==> src/verilog/hdt_pkg.sv <==
package hdt_pkg;
    localparam int ADDR_W = 16;
    localparam logic [15:0] OFS_ACTIVE_TOTAL = 16'h8330;
    localparam logic [15:0] OFS_BLANK_WINDOW = 16'h8334;
    localparam logic [15:0] OFS_BLANK_START = 16'h8338;
    localparam logic [15:0] OFS_STATUS = 16'h833C;
    localparam int HI_MSB = 26;
    localparam int HI_LSB = 19;
    localparam int HI_RSV_LSB = 16;
    localparam int LO_MSB = 10;
    localparam int LO_LSB = 3;
    localparam int CHAR_W = 8;
    localparam logic [2:0] PIX_PER_CHAR_M1 = 3'h7;
    localparam logic [31:0] TOTAL_MASK = 32'h07FF_07FF;
    localparam logic [31:0] BLANK2_MASK = 32'h07FF_0000;
    localparam logic [31:0] BLANK3_MASK = 32'h0000_07FF;
    localparam logic [31:0] RESET_ZERO = 32'h0000_0000;
    localparam logic [31:0] UNMAPPED_READ = 32'h0000_0000;
    localparam logic [31:0] STAT_BLANK_BIT = 32'h0000_0100;
endpackage : hdt_pkg
==> src/verilog/hdt_horizontal.sv <==
`timescale 1ns/100ps
module hdt_horizontal (
    input wire logic ref_clk,
    input wire logic rstn,
    input wire logic [hdt_pkg::ADDR_W-1:0] avs_address,
    input wire logic avs_read,
    input wire logic avs_write,
    input wire logic [31:0] avs_writedata,
    input wire logic [3:0] avs_byteenable,
    output logic [31:0] avs_readdata,
    output logic avs_waitrequest,
    output logic [7:0] h_count,
    output logic line_start,
    output logic h_blank,
    output logic crt_blank,
    output logic fp_blank
);
    import hdt_pkg::*;

    typedef struct packed {
        logic [31:0] tot;
        logic [31:0] win;
        logic [31:0] bst;
        logic [CHAR_W-1:0] cnt;
        logic blank;
        logic lstart;
        logic ack;
        logic [31:0] rdata;
    } hdt_state_t;

    // Register select, shared by the write and the read path
    typedef enum logic [2:0] {
        SEL_NONE,
        SEL_TOTAL,
        SEL_WINDOW,
        SEL_START,
        SEL_STATUS
    } hdt_sel_t;

    hdt_state_t s_q, s_d;
    hdt_sel_t sel;
    logic char_en;

    hdt_pixdiv hdt_pixdiv_inst (
        .ref_clk(ref_clk),
        .rstn(rstn),
        .char_en(char_en)
    );

    function automatic logic [31:0] merge(input logic [31:0] old, input logic [31:0] wd,
                                          input logic [3:0] be, input logic [31:0] msk);
        logic [31:0] r;
        r = old;
        for (int i = 0; i < 4; i++) begin
            if (be[i]) begin
                r[i*8 +: 8] = wd[i*8 +: 8];
            end
        end
        return r & msk;
    endfunction : merge

    // Full byte address compare; aliases would hide software address bugs
    function automatic hdt_sel_t decode_sel(input logic [ADDR_W-1:0] addr);
        hdt_sel_t r;
        if (addr == OFS_ACTIVE_TOTAL) begin
            r = SEL_TOTAL;
        end else if (addr == OFS_BLANK_WINDOW) begin
            r = SEL_WINDOW;
        end else if (addr == OFS_BLANK_START) begin
            r = SEL_START;
        end else if (addr == OFS_STATUS) begin
            r = SEL_STATUS;
        end else begin
            r = SEL_NONE;
        end
        return r;
    endfunction : decode_sel

    logic [CHAR_W-1:0] f_total, f_active, f_bstop, f_bstart;
    logic req;
    // Low three bits of each span never reach the timing logic
    assign f_total = s_q.tot[HI_MSB:HI_LSB];
    assign f_active = s_q.tot[LO_MSB:LO_LSB];
    assign f_bstop = s_q.win[HI_MSB:HI_LSB];
    assign f_bstart = s_q.bst[LO_MSB:LO_LSB];
    assign req = (avs_read || avs_write) && !s_q.ack;
    assign sel = decode_sel(avs_address);

    always_comb begin
        s_d = s_q;
        s_d.ack = req;
        s_d.lstart = 1'b0;
        if (req && avs_write) begin
            case (sel)
                SEL_TOTAL: begin
                    s_d.tot = merge(s_q.tot, avs_writedata, avs_byteenable,
                                    TOTAL_MASK);
                end
                SEL_WINDOW: begin
                    s_d.win = merge(s_q.win, avs_writedata, avs_byteenable,
                                    BLANK2_MASK);
                end
                SEL_START: begin
                    s_d.bst = merge(s_q.bst, avs_writedata, avs_byteenable, BLANK3_MASK);
                end
                default: begin
                    // Status and unmapped writes are dropped
                end
            endcase
        end
        if (req && avs_read) begin
            case (sel)
                SEL_TOTAL: begin
                    s_d.rdata = s_q.tot;
                end
                SEL_WINDOW: begin
                    s_d.rdata = s_q.win;
                end
                SEL_START: begin
                    s_d.rdata = s_q.bst;
                end
                SEL_STATUS: begin
                    s_d.rdata = {23'h0, s_q.blank, s_q.cnt};
                end
                default: begin
                    s_d.rdata = UNMAPPED_READ;
                end
            endcase
        end
        if (char_en) begin
            if (s_q.cnt >= f_total) begin
                s_d.cnt = '0;
                s_d.lstart = 1'b1;
            end else begin
                s_d.cnt = s_q.cnt + 8'h01;
            end
            // Blank asserts after start field, releases at stop field plus one
            if (s_q.cnt == f_bstart) begin
                s_d.blank = 1'b1;
            end else if (s_q.cnt == f_bstop) begin
                s_d.blank = 1'b0;
            end
        end
    end

    always_ff @(posedge ref_clk) begin
        if (!rstn) begin
            s_q <= '0;
        end else begin
            s_q <= s_d;
        end
    end

    assign avs_readdata = s_q.rdata;
    assign avs_waitrequest = !s_q.ack;
    assign h_count = s_q.cnt;
    assign line_start = s_q.lstart;
    assign h_blank = s_q.blank;
    // Both outputs share one setting
    assign crt_blank = s_q.blank;
    assign fp_blank = s_q.blank;

    // Timing checks
    a_count_wrap: assert property (@(posedge ref_clk) disable iff (!rstn)
        (char_en && s_q.cnt >= f_total) |=> (h_count == 8'h00 && line_start))
        else $error("count did not wrap");
    a_count_step: assert property (@(posedge ref_clk) disable iff (!rstn)
        (char_en && s_q.cnt < f_total) |=> (h_count == $past(h_count) + 8'h01))
        else $error("count did not step");
    a_count_hold: assert property (@(posedge ref_clk) disable iff (!rstn)
        !char_en |=> $stable(h_count)) else $error("count moved off enable");
    a_start_at_zero: assert property (@(posedge ref_clk) disable iff (!rstn)
        line_start |-> h_count == 8'h00) else $error("line start off zero");
    a_pulse_short: assert property (@(posedge ref_clk) disable iff (!rstn)
        line_start |=> !line_start) else $error("line start too long");
    a_blank_end: assert property (@(posedge ref_clk) disable iff (!rstn)
        (char_en && s_q.cnt == f_bstop && s_q.cnt != f_bstart) |=> !h_blank)
        else $error("blank not released");
    a_blank_start: assert property (@(posedge ref_clk) disable iff (!rstn)
        (char_en && s_q.cnt == f_bstart) |=> h_blank) else $error("blank not set");
    a_blank_hold: assert property (@(posedge ref_clk) disable iff (!rstn)
        !char_en |=> $stable(h_blank)) else $error("blank moved off enable");
    a_outputs_same: assert property (@(posedge ref_clk) disable iff (!rstn)
        crt_blank == fp_blank && h_blank == fp_blank) else $error("crt and panel differ");
    a_low_ignored: assert property (@(posedge ref_clk) disable iff (!rstn)
        (char_en && s_q.cnt < s_q.tot[HI_MSB:HI_LSB]) |=> !line_start)
        else $error("low bits affected count");

    // Register port checks
    a_rsvd_store: assert property (@(posedge ref_clk) disable iff (!rstn)
        (req && avs_write && sel == SEL_TOTAL && avs_byteenable == 4'hF)
        |=> (s_q.tot == ($past(avs_writedata) & TOTAL_MASK) && !avs_waitrequest))
        else $error("active total not stored");
    a_bus_ack: assert property (@(posedge ref_clk) disable iff (!rstn)
        req |=> !avs_waitrequest) else $error("no bus answer");
    a_wait_pulse: assert property (@(posedge ref_clk) disable iff (!rstn)
        !avs_waitrequest |=> avs_waitrequest) else $error("answer stood too long");
    a_idle_wait: assert property (@(posedge ref_clk) disable iff (!rstn)
        (!avs_read && !avs_write) |=> avs_waitrequest) else $error("answer without request");
    a_read_hold: assert property (@(posedge ref_clk) disable iff (!rstn)
        !(req && avs_read) |=> $stable(avs_readdata)) else $error("read data moved");
    a_unmapped_write: assert property (@(posedge ref_clk) disable iff (!rstn)
        (req && avs_write && (sel == SEL_NONE || sel == SEL_STATUS))
        |=> ($stable(s_q.tot) && $stable(s_q.win) && $stable(s_q.bst)))
        else $error("ignored write landed");

    c_wrap: cover property (@(posedge ref_clk) disable iff (!rstn) line_start);
    c_blank_rise: cover property (@(posedge ref_clk) disable iff (!rstn) $rose(h_blank));
    c_blank_fall: cover property (@(posedge ref_clk) disable iff (!rstn) $fell(h_blank));
    c_write: cover property (@(posedge ref_clk) disable iff (!rstn)
        req && avs_write && sel == SEL_WINDOW);
    c_status_read: cover property (@(posedge ref_clk) disable iff (!rstn)
        req && avs_read && sel == SEL_STATUS);
endmodule : hdt_horizontal

==> src/verilog/hdt_pixdiv.sv <==
`timescale 1ns/100ps
module hdt_pixdiv (
    input wire logic ref_clk,
    input wire logic rstn,
    output logic char_en
);
    import hdt_pkg::*;
    typedef struct packed {
        logic [2:0] cnt;
        logic en;
    } hdt_div_t;
    hdt_div_t s_q, s_d;
    always_comb begin
        s_d = s_q;
        s_d.cnt = s_q.cnt + 3'h1;
        s_d.en = (s_q.cnt == PIX_PER_CHAR_M1);
    end
    always_ff @(posedge ref_clk) begin
        if (!rstn) begin
            s_q <= '0;
        end else begin
            s_q <= s_d;
        end
    end
    assign char_en = s_q.en;
    a_char_spacing: assert property (@(posedge ref_clk) disable iff (!rstn)
        char_en |=> !char_en [*7] ##1 char_en) else $error("char enable spacing");
endmodule : hdt_pixdiv

==> config.mk <==
export PLATFORM = sky130hd
export DESIGN_NAME = hdt_horizontal
export DESIGN_NICKNAME = d
export VERILOG_FILES = /design/src/verilog/hdt_pkg.sv /design/src/verilog/hdt_horizontal.sv /design/src/verilog/hdt_pixdiv.sv
export SDC_FILE = /design/constraint.sdc
export NUM_CORES = 1
export LEC_CHECK = 0
export BUFFER_PORTS_ARGS = -buffer_cell sky130_fd_sc_hd__buf_2
export CAP_MARGIN = 20
export CORE_ASPECT_RATIO = 1.5
export CORE_MARGIN = 2
export CORE_UTILIZATION = 40
export CTS_CLUSTER_DIAMETER = 100
export DETAILED_ROUTE_END_ITERATION = 8
export PLACE_DENSITY = 0.65
export SYNTH_ARGS = -nofsm -noshare
export SYNTH_HDL_FRONTEND = slang
export SYNTH_SLANG_ARGS = --single-unit
==> constraint.sdc <==
create_clock -name ref_clk -period 2.25 [get_ports ref_clk]
set_input_delay 0.45 -clock ref_clk [delete_from_list [all_inputs] [get_ports ref_clk]]
set_output_delay 0.45 -clock ref_clk [all_outputs]
set_load 0.01 [all_outputs]
==> metrics.csv <==
metric;value;unit
status;finished clean;
cp.arrival;1.91;ns
tritoncts_buffer_count;9;
final_common_cell;dfxtp_1;
worstRegToRegCells;6;
crit_chain;buf_2, nor4b_4, nand4_4, or3_1, buf_4, nand3_1, o21ai_2;
crit_family;simple AND/OR/NAND/NOR gates;
worst_ep_required_time;2.48;ns
postSynth.topFlopCell;dfxtp_1;
start_kind;input pin;
synth_enable_flop_cells;0;
coreArea;9630;um^2
path_depth;7;
die_area;10600;um^2
globalRoute.totalOverflow;0;
final_max_slew_viol_count;0;
start_util;40.8;%
clkTransAtPathRegs;0.06;ns
finalSetupViolations;0;
first_global_vias;2961;
syn_to_layout_area_delta;15.2;%
synth.ff_latch_count;81;
tns;0;ns
grt_start_max_net_pins;57;
drcViolationCount;0;
io_buffer_count;80;
io_pins;101;
antenna_cells_inserted;0;
route.vias.total;3113;
peak_fanout_along_the_critical_path;16;
htree_num_levels;3;
grt_setup_unrepaired;false;
cts.root.buffer_cell;clkbuf_16;
drtIter0Drc;184;
layout-drive-gt1-share;26.4;%
critPathKind;input pin to flop;
hold_path_depth;2;
critical_path.n_buffers_inverters;2;
fin_skew;0.00557;ns
floorplan.rows;44;
synth_cell_types;40;
setup.worst_path.end_class;flop;
synth_async_sr_flop_share;0;%
p_per_area;703;nW/um^2
fmaxAchievable;593;MHz
min-delay-path-class;input pin to flop;
final_period_minus_worst_setup_slack;1.69;ns
cap_violations;0;
report.final.hold_viol_count;0;
post_synth_inst_count;439;
antenna_violating_nets_post_route;0;
grt_pass1_wl;14300;um
ir_drop;0.000450;V
dpl.hpwl;6620;um
synth.yosys.seq_area_share;41.3;%
cts.repair_timing.setup_buffer_count;0;
clock_path_buffers;2;
grt_usage;16.8;%
synth_warnings;0;
period_share;74.9;%
layout.cells.most_common_list;dfxtp_1 (81), buf_2 (80), o21ai_0 (48);
grt_antenna_before_repair;0;
cts.repair.resized;0;
drt_wl_total;8810;um
cp_slowest_stage_delay;0.40;ns
cts_tree;yes;
cts_hold_repair.buffers;0;
syn_area_per_cell;8.94;um^2
drtPass1Iterations;4;
die_w;84.9;um
gpl.final_weighted_congestion;0.873;
hold_worst_slack;0.371;ns
cts.sinks;81;
critical_path.slowest_cell;or3_1;
wire_per_inst;14.6;um
die_height;125;um
post_drt_via_cell_ratio;5.15;
clock_latency;0.34;ns
reg2reg_slack;0.57;ns
syn-cell-area;3930;um^2
finalNetCount;551;
static-leakage-power;1.91;nW
-- stage by stage --
stage               setup WS (ns)  utilization [%]  instances  total power, mW  cell area, um^2
CTS                         0.555             46.9        604             3.19             4520
global placement            0.229             43.5        588             1.61             4190
global route                0.446             46.9        604             3.26             4520
finish                      0.564             46.9        604             3.18             4520
floorplan                   0.374                -        448             1.56             3960
detailed placement          0.199             43.5        588             1.62             4190
-- kinds of logic after synthesis --
| kind of cell | Yosys count | share of synthesized area [%] |
|---|---|---|
| xor+xnor | 23 | 5.13 |
| other cells | 1 | 0.0955 |
| mux | 22 | 5.61 |
| compound gates | 86 | 13.5 |
| fa+ha+maj | 11 | 3.51 |
| buf+inv | 79 | 12.0 |
| simple gates | 136 | 18.9 |
| flops | 81 | 41.3 |
-- synthesized netlist by cell type (2+ instances only) --
cell      count  area share, %
nand2b_1      2           0.32
ha_1         11            3.5
o21ai_0      48            6.1
or2_2         2           0.32
buf_2         2           0.25
dfxtp_1      81             41
xor2_1       15            3.3
buf_1         3           0.29
and2_1        5           0.80
and4_1        2           0.45
nand4_1       8            1.3
clkbuf_1     20            1.9
nor3_1        3           0.38
and4bb_2      2           0.64
mux2i_1      22            5.6
a21oi_1       4           0.51
nand3_1      37            4.7
nand2_1      38            3.6
buf_4        43            8.2
a22oi_1      21            4.0
o21ai_2       8            1.8
xnor2_1       8            1.8
nor2_1       14            1.3
nor2b_1      15            2.4
nor4_1        2           0.32
inv_1         9           0.86
-- worst paths after layout --
check,start,end
max,avs_address[13],s_q[93]$_SDFFE_PN0P_
min reg2reg,hdt_pixdiv_inst.s_q[1]$_SDFF_PN0_,hdt_pixdiv_inst.s_q[1]$_SDFF_PN0_
min,avs_write,s_q[32]$_SDFF_PN0_
max reg2reg,h_count[5]$_SDFFE_PN0P_,h_count[1]$_SDFFE_PN0P_
-- per-layer routing --
layer / up-vias / track usage [%] / wire length (um)
met3: 18 / 2.84 / 301
met2: 70 / 30.8 / 4710
met5: - / 0 / 0
li1: 1563 / - / -
met4: 0 / 8.22 / 255
met1: 1462 / 18.3 / 3540
-- sequential cells by signal, summed over array words and instances, names as in the netlist, 3 cells and up --
register,count
avs_readdata,22
f_active,8
f_bstart,8
f_bstop,8
f_total,8
h_count,8
hdt_pixdiv_inst.s_q,3
s_q,13
-- layout make-up --
type,instances,area (um^2)
timing repair buffer,95,526
fill,968,5110
clock buffer,9,225
clock inverter,7,103
multi-input combinational,288,1870
sequential,81,1620
inverter,9,33.8
tap,115,144
-- power by group --
group	switching, mW	total [mW]	leakage, nW	internal (mW)
clock network	0.611	1.59	0.157	0.983
logic	0.0853	0.142	1.10	0.0564
registers	0.00260	1.44	0.653	1.44
total	0.699	3.18	1.91	2.48
Note: power is estimated with default switching activity, not from simulation.
